### src/pkg/lpm_pkg.sv
// package for the low-power pin multiplexer: types, reset values, pin layout
// assumes one 50 MHz always-on clock and a synchronous active-high reset
//
// Functional notes
// - in deep sleep the main pin mux is ignored; the low-power mux alone routes
// - low-power pin select and signal path stay alive through deep sleep
// - function zero makes pin n low-power gpio n for the low-power cpu
// - function one: pins 0-3 serial modem lines, pins 4-5 serial receive/transmit
// - function one: pin 6 two-wire data, pin 7 two-wire clock
// - function select is held per low-power gpio index, not package pin
// - converter channels 0-6 on pins 0-6 selectable in every power mode
// - pins 0 and 1 carry the slow crystal positive and negative terminals
// - after reset pins 12/13 belong to usb; software must release them
// - debug access may come from usb, freeing gpio 4 to 7
// - fixed directly wired pins win over the routing matrix
// - peripherals without fixed pins go through the matrix to any pin
// - usb data reaches only its fixed pins, never the matrix
// - unselected inputs read their constant: one for type one, zero otherwise
package lpm_pkg;

  // ---------------------------------------------------------------------------
  // sizes and enumerations
  // ---------------------------------------------------------------------------
  localparam int LPM_PINS = 8;
  localparam int LPM_ADC_CH = 7;

  typedef enum logic {
    LPM_FN_GPIO = 1'b0,
    LPM_FN_PERIPH = 1'b1
  } lpm_func_t;

  // ---------------------------------------------------------------------------
  // pin layout of the peripheral function
  // ---------------------------------------------------------------------------
  localparam int LPM_PIN_TERM_READY = 0;
  localparam int LPM_PIN_SET_READY = 1;
  localparam int LPM_PIN_REQ_SEND = 2;
  localparam int LPM_PIN_CLR_SEND = 3;
  localparam int LPM_PIN_RECEIVE = 4;
  localparam int LPM_PIN_TRANSMIT = 5;
  localparam int LPM_PIN_TW_DATA = 6;
  localparam int LPM_PIN_TW_CLOCK = 7;
  localparam int LPM_PIN_XTAL_P = 0;
  localparam int LPM_PIN_XTAL_N = 1;

  // peripheral inputs typed one (active-low modem inputs, receive, two-wire)
  localparam logic [7:0] LPM_PER_IN_DFLT = 8'hda;
  // gpio inputs are typed zero
  localparam logic [7:0] LPM_GPIO_IN_DFLT = 8'h00;

  // ---------------------------------------------------------------------------
  // reset values
  // ---------------------------------------------------------------------------
  localparam logic [7:0] LPM_FSEL_RST = 8'h00;
  localparam logic LPM_USB_ATTACH_RST = 1'b1;
  localparam logic [7:0] LPM_PIN_IN_RST = 8'hff;

  // ---------------------------------------------------------------------------
  // carriers
  // ---------------------------------------------------------------------------
  typedef struct packed {
    logic [7:0] out;
    logic [7:0] oe;
  } lpm_drive_t;

  typedef struct packed {
    logic [7:0] s1;
    logic [7:0] s2;
    logic [7:0] s3;
    logic [7:0] pin_in;
    logic [7:0] fsel;
    logic usb_attach;
    logic jtag_free;
    logic [7:0] pad_out;
    logic [7:0] pad_oe;
    logic [7:0] gpio_in;
    logic [7:0] per_in;
    logic [6:0] adc_en;
    logic xtal_en;
  } lpm_state_t;

endpackage : lpm_pkg

### src/design/lpm_pin_slice.sv
// one low-power pin: function mux, owner select and unselected-input constants
// assumes the filtered pad level and all drive requests are on the same clock
module lpm_pin_slice (
  input wire logic fsel_i,
  input wire logic lp_own_i,
  input wire logic analog_i,
  input wire logic pin_in_i,
  input wire logic gpio_out_i,
  input wire logic gpio_oe_i,
  input wire logic per_out_i,
  input wire logic per_oe_i,
  input wire logic per_dflt_i,
  input wire logic main_out_i,
  input wire logic main_oe_i,
  output logic pad_out_o,
  output logic pad_oe_o,
  output logic gpio_in_o,
  output logic per_in_o
);

  // ---------------------------------------------------------------------------
  // function and owner selection
  // ---------------------------------------------------------------------------
  always_comb begin
    logic lp_out;
    logic lp_oe;
    lp_out = gpio_out_i;
    lp_oe = gpio_oe_i;
    if (fsel_i == lpm_pkg::LPM_FN_PERIPH) begin
      lp_out = per_out_i;
      lp_oe = per_oe_i;
    end
    // low-power path when it owns the pin, else the main mux
    pad_out_o = lp_own_i ? lp_out : main_out_i;
    // an analog function keeps the digital driver off
    pad_oe_o = analog_i ? 1'b0 : (lp_own_i ? lp_oe : main_oe_i);
    // unselected inputs read their typed constant
    gpio_in_o = (fsel_i == lpm_pkg::LPM_FN_GPIO) ? pin_in_i : 1'b0;
    per_in_o = (fsel_i == lpm_pkg::LPM_FN_PERIPH) ? pin_in_i : per_dflt_i;
  end

endmodule : lpm_pin_slice

### src/design/lpm_top.sv
// low-power pin multiplexer for eight always-on pins, analog routing and
// the fixed usb/debug pin ownership
// assumes deep_sleep_i and all controls come from logic on ref_clk_i;
// pad inputs come from outside and are filtered here
module lpm_top (
  input wire logic ref_clk_i,
  input wire logic rst_i,
  input wire logic deep_sleep_i,
  input wire logic [7:0] lp_claim_i,
  input wire logic sel_wr_i,
  input wire logic [2:0] sel_idx_i,
  input wire lpm_pkg::lpm_func_t sel_func_i,
  output logic [7:0] sel_o,
  input wire logic [7:0] pad_in_i,
  output logic [7:0] pad_out_o,
  output logic [7:0] pad_oe_o,
  input wire lpm_pkg::lpm_drive_t gpio_drive_i,
  output logic [7:0] gpio_in_o,
  input wire logic low_power_serial_terminal_ready_n_i,
  output logic low_power_serial_set_ready_n_o,
  input wire logic low_power_serial_request_to_send_n_i,
  output logic low_power_serial_clear_to_send_n_o,
  output logic low_power_serial_receive_o,
  input wire logic low_power_serial_transmit_i,
  input wire logic low_power_two_wire_data_low_i,
  output logic low_power_two_wire_data_o,
  input wire logic low_power_two_wire_clock_low_i,
  output logic low_power_two_wire_clock_o,
  input wire lpm_pkg::lpm_drive_t main_fixed_i,
  input wire logic [7:0] main_fixed_en_i,
  input wire lpm_pkg::lpm_drive_t main_matrix_i,
  input wire logic [6:0] adc_sel_i,
  input wire logic xtal_sel_i,
  output logic [6:0] converter_channel_en_o,
  output logic slow_crystal_en_o,
  input wire logic usb_release_i,
  output logic usb_attach_o,
  input wire logic jtag_from_usb_i,
  output logic jtag_pins_free_o
);

  // ---------------------------------------------------------------------------
  // state
  // ---------------------------------------------------------------------------
  lpm_pkg::lpm_state_t st_ff;
  lpm_pkg::lpm_state_t nxt_st;
  logic [7:0] lp_own;
  logic [7:0] analog;
  logic [7:0] per_out;
  logic [7:0] per_oe;
  logic [7:0] main_out;
  logic [7:0] main_oe;
  logic [7:0] sl_out;
  logic [7:0] sl_oe;
  logic [7:0] sl_gpio_in;
  logic [7:0] sl_per_in;

  // ---------------------------------------------------------------------------
  // peripheral and main-side drive requests
  // ---------------------------------------------------------------------------
  // serial outputs push-pull, inputs never driven; two-wire lines drive low only
  assign per_out = {1'b0, 1'b0, low_power_serial_transmit_i, 1'b0, 1'b0,
                    low_power_serial_request_to_send_n_i, 1'b0,
                    low_power_serial_terminal_ready_n_i};
  assign per_oe = {low_power_two_wire_clock_low_i, low_power_two_wire_data_low_i,
                   1'b1, 1'b0, 1'b0, 1'b1, 1'b0, 1'b1};
  // a fixed wired peripheral wins over the matrix; the matrix reaches any pin
  assign main_out = (main_fixed_en_i & main_fixed_i.out) |
                    (~main_fixed_en_i & main_matrix_i.out);
  assign main_oe = (main_fixed_en_i & main_fixed_i.oe) |
                   (~main_fixed_en_i & main_matrix_i.oe);
  // in deep sleep the main mux is dead, so the low-power path owns every pin
  assign lp_own = {8{deep_sleep_i}} | lp_claim_i;
  // analog selections stand in every power mode
  // pin 7 has no analog function; the slow crystal takes pins 0 and 1 only
  assign analog = {1'b0, st_ff.adc_en} |
                  {6'h00, {2{st_ff.xtal_en}}};

  // ---------------------------------------------------------------------------
  // per-pin slices
  // ---------------------------------------------------------------------------
  for (genvar i = 0; i < lpm_pkg::LPM_PINS; i++) begin : g_pin
    lpm_pin_slice u_slice (
      .fsel_i(st_ff.fsel[i]),
      .lp_own_i(lp_own[i]),
      .analog_i(analog[i]),
      .pin_in_i(st_ff.pin_in[i]),
      .gpio_out_i(gpio_drive_i.out[i]),
      .gpio_oe_i(gpio_drive_i.oe[i]),
      .per_out_i(per_out[i]),
      .per_oe_i(per_oe[i]),
      .per_dflt_i(lpm_pkg::LPM_PER_IN_DFLT[i]),
      .main_out_i(main_out[i]),
      .main_oe_i(main_oe[i]),
      .pad_out_o(sl_out[i]),
      .pad_oe_o(sl_oe[i]),
      .gpio_in_o(sl_gpio_in[i]),
      .per_in_o(sl_per_in[i])
    );
  end

  // ---------------------------------------------------------------------------
  // next state
  // ---------------------------------------------------------------------------
  always_comb begin
    nxt_st = st_ff;
    // pad filter: three stages, a change counts once stage two and three agree
    nxt_st.s1 = pad_in_i;
    nxt_st.s2 = st_ff.s1;
    nxt_st.s3 = st_ff.s2;
    for (int i = 0; i < lpm_pkg::LPM_PINS; i++) begin
      if (st_ff.s2[i] == st_ff.s3[i]) begin
        nxt_st.pin_in[i] = st_ff.s3[i];
      end
    end
    // select write addressed by low-power gpio index
    if (sel_wr_i) begin
      nxt_st.fsel[sel_idx_i] = sel_func_i;
    end
    // usb owns its data pins until software releases them
    if (usb_release_i) begin
      nxt_st.usb_attach = 1'b0;
    end
    nxt_st.jtag_free = jtag_from_usb_i;
    nxt_st.adc_en = adc_sel_i;
    nxt_st.xtal_en = xtal_sel_i;
    nxt_st.pad_out = sl_out;
    nxt_st.pad_oe = sl_oe;
    nxt_st.gpio_in = sl_gpio_in;
    nxt_st.per_in = sl_per_in;
    if (rst_i) begin
      nxt_st.s1 = lpm_pkg::LPM_PIN_IN_RST;
      nxt_st.s2 = lpm_pkg::LPM_PIN_IN_RST;
      nxt_st.s3 = lpm_pkg::LPM_PIN_IN_RST;
      nxt_st.pin_in = lpm_pkg::LPM_PIN_IN_RST;
      nxt_st.fsel = lpm_pkg::LPM_FSEL_RST;
      nxt_st.usb_attach = lpm_pkg::LPM_USB_ATTACH_RST;
      nxt_st.jtag_free = 1'b0;
      nxt_st.pad_out = 8'h00;
      nxt_st.pad_oe = 8'h00;
      nxt_st.gpio_in = lpm_pkg::LPM_GPIO_IN_DFLT;
      nxt_st.per_in = lpm_pkg::LPM_PER_IN_DFLT;
      nxt_st.adc_en = 7'h00;
      nxt_st.xtal_en = 1'b0;
    end
  end

  // register the whole state
  always_ff @(posedge ref_clk_i) begin
    st_ff <= nxt_st;
  end

  // ---------------------------------------------------------------------------
  // outputs
  // ---------------------------------------------------------------------------
  assign sel_o = st_ff.fsel;
  assign pad_out_o = st_ff.pad_out;
  assign pad_oe_o = st_ff.pad_oe;
  assign gpio_in_o = st_ff.gpio_in;
  assign low_power_serial_set_ready_n_o = st_ff.per_in[lpm_pkg::LPM_PIN_SET_READY];
  assign low_power_serial_clear_to_send_n_o = st_ff.per_in[lpm_pkg::LPM_PIN_CLR_SEND];
  assign low_power_serial_receive_o = st_ff.per_in[lpm_pkg::LPM_PIN_RECEIVE];
  assign low_power_two_wire_data_o = st_ff.per_in[lpm_pkg::LPM_PIN_TW_DATA];
  assign low_power_two_wire_clock_o = st_ff.per_in[lpm_pkg::LPM_PIN_TW_CLOCK];
  assign converter_channel_en_o = st_ff.adc_en;
  assign slow_crystal_en_o = st_ff.xtal_en;
  assign usb_attach_o = st_ff.usb_attach;
  assign jtag_pins_free_o = st_ff.jtag_free;

  // ---------------------------------------------------------------------------
  // assertions
  // ---------------------------------------------------------------------------
  AST_SLEEP_TRANSMIT: assert property (
    @(posedge ref_clk_i) disable iff (rst_i)
    (deep_sleep_i && st_ff.fsel[5] && !analog[5])
    |=> (pad_oe_o[5] && pad_out_o[5] == $past(low_power_serial_transmit_i)))
    else $error("transmit not routed to pin 5 in deep sleep");

  AST_GPIO_INPUT: assert property (
    @(posedge ref_clk_i) disable iff (rst_i)
    (!st_ff.fsel[2]) |=> (gpio_in_o[2] == $past(st_ff.pin_in[2])))
    else $error("low-power gpio 2 does not see its pin");

  AST_UNSEL_CONST: assert property (
    @(posedge ref_clk_i) disable iff (rst_i)
    (st_ff.fsel[0] && !st_ff.fsel[3])
    |=> (gpio_in_o[0] == 1'b0 && low_power_serial_clear_to_send_n_o == 1'b1))
    else $error("unselected input not at its constant");

  AST_SEL_RESET: assert property (
    @(posedge ref_clk_i)
    rst_i |=> (sel_o == 8'h00))
    else $error("function select not zero after reset");

  AST_SEL_WRITE: assert property (
    @(posedge ref_clk_i) disable iff (rst_i)
    sel_wr_i |=> (sel_o[$past(sel_idx_i)] == $past(sel_func_i)))
    else $error("select write lost");

  AST_ANALOG_ANY_MODE: assert property (
    @(posedge ref_clk_i) disable iff (rst_i)
    adc_sel_i[3] ##1 adc_sel_i[3] |=> (converter_channel_en_o[3] && !pad_oe_o[3]))
    else $error("converter channel 3 not routed or pin still driven");

  AST_USB_OWNERSHIP: assert property (
    @(posedge ref_clk_i)
    (rst_i |=> usb_attach_o) and (usb_release_i && !rst_i |=> !usb_attach_o))
    else $error("usb pin ownership wrong");

  AST_FIXED_WINS: assert property (
    @(posedge ref_clk_i) disable iff (rst_i)
    (!lp_own[3] && !analog[3] && main_fixed_en_i[3])
    |=> (pad_out_o[3] == $past(main_fixed_i.out[3]) &&
         pad_oe_o[3] == $past(main_fixed_i.oe[3])))
    else $error("fixed wiring did not win on pin 3");

  AST_TWO_WIRE_LOW: assert property (
    @(posedge ref_clk_i) disable iff (rst_i)
    (lp_own[6] && st_ff.fsel[6] && !analog[6])
    |=> (pad_out_o[6] == 1'b0 && pad_oe_o[6] == $past(low_power_two_wire_data_low_i)))
    else $error("two-wire data not open-drain on pin 6");

  AST_JTAG_FREE: assert property (
    @(posedge ref_clk_i) disable iff (rst_i)
    jtag_from_usb_i |=> jtag_pins_free_o)
    else $error("debug pins not freed");

endmodule : lpm_top

### config.mk
export PLATFORM = sky130hd
export DESIGN_NAME = lpm_top
export DESIGN_NICKNAME = d
export VERILOG_FILES = /design/src/pkg/lpm_pkg.sv /design/src/design/lpm_pin_slice.sv /design/src/design/lpm_top.sv
export SDC_FILE = /design/constraint.sdc
export NUM_CORES = 1
export LEC_CHECK = 0
export BUFFER_PORTS_ARGS = -buffer_cell sky130_fd_sc_hd__buf_4
export CAP_MARGIN = 15
export CORE_MARGIN = 4
export CORE_UTILIZATION = 25
export CTS_CLUSTER_SIZE = 40
export DETAILED_ROUTE_END_ITERATION = 8
export PLACE_DENSITY = 0.48
export RECOVER_POWER = 25
export SLEW_MARGIN = 20
export SYNTH_ARGS = -nofsm -noshare
export SYNTH_HDL_FRONTEND = slang
export SYNTH_HIERARCHICAL = 1
export SYNTH_SLANG_ARGS = --single-unit
### constraint.sdc
create_clock -name ref_clk_i -period 1.35 [get_ports ref_clk_i]
set_input_delay 0.27 -clock ref_clk_i [delete_from_list [all_inputs] [get_ports ref_clk_i]]
set_output_delay 0.27 -clock ref_clk_i [all_outputs]
set_load 0.05 [all_outputs]
==> reports/summary.txt <==
Root buf cell = clkbuf_16
Final Worst Setup Slack = 0.08124 ns
Worst slew margin = 45.19%
Post-route cell area = 4741 µm²
Hold Crit Class = input pin to flop
Internal power = 4.171 mW
Crit path max fanout = 5
Clock latency on the worst-skew pair = 0.34 ns
First-pass GRT wire length = 12450 µm
RSZ-0062 raised after global routing = false
WP data required = 1.08 ns
Slew Viols, Final = 0
Slew at the pin with the worst max-slew slack = 0.8221 ns
Starting Density = 25.66%
Clock power frac = 39.7%
Post-Route WL = 7832 µm
Placed Area = 4482 µm²
Dpl ws = 0.1217 ns
P_leak = 2.062 nW
Worst setup SP type = flop
Postcts setup bufs = 0
Iter 0 DRT Violations = 47
Yosys Warn Count = 6
Status = complete, no violations
Pin count of the biggest net entering global routing = 44
DRC = 0
Initial antenna violation count = 0
Met2 Usage GRT = 15.68%
Worst-case clock buffer depth = 2
# rows = 42
Met1 Use GR = 11.97%
Ant. Diodes = 0
Die height = 124.8 µm
Vias per cell = 3.950
Syn Area/Cell = 10.37 µm²
Layout cell share with drive strength beyond 1 = 51.09%
Area growth syn-to-layout = 38.94%
GRT Residual Overflow = 0
WL/cell = 12.31 µm
Pwr Density = 1197 nW/µm²
Global routing's busiest layer = met2
Comb power frac = 16.5%
Final setup fails = 0
Sequential Area = 1588 µm²
DR vias = 2512
Period utilization = 93.98%
Die width = 124.8 µm
Final HPWL DP = 5848 µm
Filler Cell Count = 1359
Total GRT Usage = 10.26%
Setup TNS = 0 ns
I/O pin count = 142
ANT nets after route = 0
Core area = 13300 µm²
1st-pass router iterations = 4
Number of clock sinks = 79
CTS clk-pin slew, worst paths = 0.06 ns
Final min period = 1.269 ns
Setup crit end kind = primary output
Htree depth = 3
Sw Pwr = 1.505 mW
Maxcap violations = 0
Footprint of the multi-input gates = 1540 µm²
Post-Syn Instances = 329
Final net count = 550
Vias in the first global route = 2567
CTS Hold Bufs = 0
Port Buffers = 141
VDD IR max = 0.4331 mV
Met3 Resource Use GR = 4.717%
TritonCTS clock tree = done
Routability cong. = 0.7041
Crit Path Class = flop to primary output
CTS Buf Count = 9
Clock skew = 0.004156 ns
Die Area = 15580 µm²
Net Sw Frac = 26.51%
Flop pwr share = 43.8%
Crit path arrival time = 1.00 ns
Fmax = 0.7882 GHz
Mapped Area = 3412 µm²
Final Hold Viols = 0
## through the flow
step / hold slack [ns] / instances / power (mW) / utilization [%]
floorplan: 0.3671 / 344 / 3.171 / -
global placement: 0.3937 / 620 / 3.488 / 33.71
detailed placement: 0.3923 / 620 / 3.498 / 33.71
CTS: 0.08798 / 636 / 5.820 / 35.83
global route: 0.1003 / 636 / 5.982 / 35.66
finish: 0.1076 / 636 / 5.676 / 35.66
## path summary, 6_finish.rpt
path / start / end / slack, ns / depth (start not counted)
max: sel_o[3] / sel_o[3] / 0.08 / 2
min: pad_in_i[6] / st_ff[80] / 0.11 / 2
max reg2reg: sel_o[3] / pad_oe_o[3] / 0.27 / 4
min reg2reg: st_ff[77] / st_ff[69] / 0.41 / 1
## area by class of cell
class / instances / area share, %
sequential: 79 / 33.49
multi-input combinational: 216 / 32.49
timing repair buffer: 148 / 23.49
clock buffer: 10 / 5.041
tap: 176 / 4.645
clock inverter: 6 / 0.7654
inverter: 1 / 0.07918
## cells in the final DEF, fill, tap and decap left out, drive strengths merged
| master | count |
|---|---|
| a211oi | 8 |
| and4bb | 3 |
| mux2 | 21 |
| and2b | 8 |
| nand4 | 1 |
| o21bai | 8 |
| a21o | 1 |
| nor2b | 33 |
| dfxtp | 79 |
| or2 | 39 |
| conb | 17 |
| clkbuf | 13 |
| nand4b | 3 |
| inv | 1 |
| buf | 145 |
| nor4b | 1 |
| a21oi | 16 |
| clkinvlp | 1 |
| clkinv | 5 |
| nand2b | 9 |
| nor2 | 24 |
| mux2i | 24 |
## registers in the layout, indices dropped and copies added, names as in the netlist, 7 cells and up
name / cells
converter_channel_en_o: 7
st_ff: 32
pad_oe_o: 8
pad_out_o: 8
sel_o: 8
gpio_in_o: 8
## layer usage
| layer | wire [µm] | up-vias |
|---|---|---|
| met5 | 0 | - |
| met4 | 165 | 0 |
| met3 | 713 | 11 |
| met2 | 3593 | 97 |
| met1 | 3359 | 1108 |
| li1 | - | 1296 |
## critical path, cell delays in order, from the launching register on
cell and delay [ns]:
dfxtp_1 0.34, buf_4 0.16, buf_6 0.16
## power by group through the flow
stage / sequential, mW / clock (mW) / combinational [mW]
global route: 2.50 / 2.48 / 1.01
CTS: 2.49 / 2.37 / 0.963
floorplan: 2.57 / 0 / 0.597
finish: 2.48 / 2.25 / 0.937
global placement: 2.54 / 0 / 0.951
detailed placement: 2.54 / 0 / 0.961
## what timing repair did
item / 4_1_cts / 5_1_grt
resized for setup: 5 / 3
endpoints found under the setup margin: 5 / 3
cloned: 0 / 0
(Power assumes the default switching activity.)
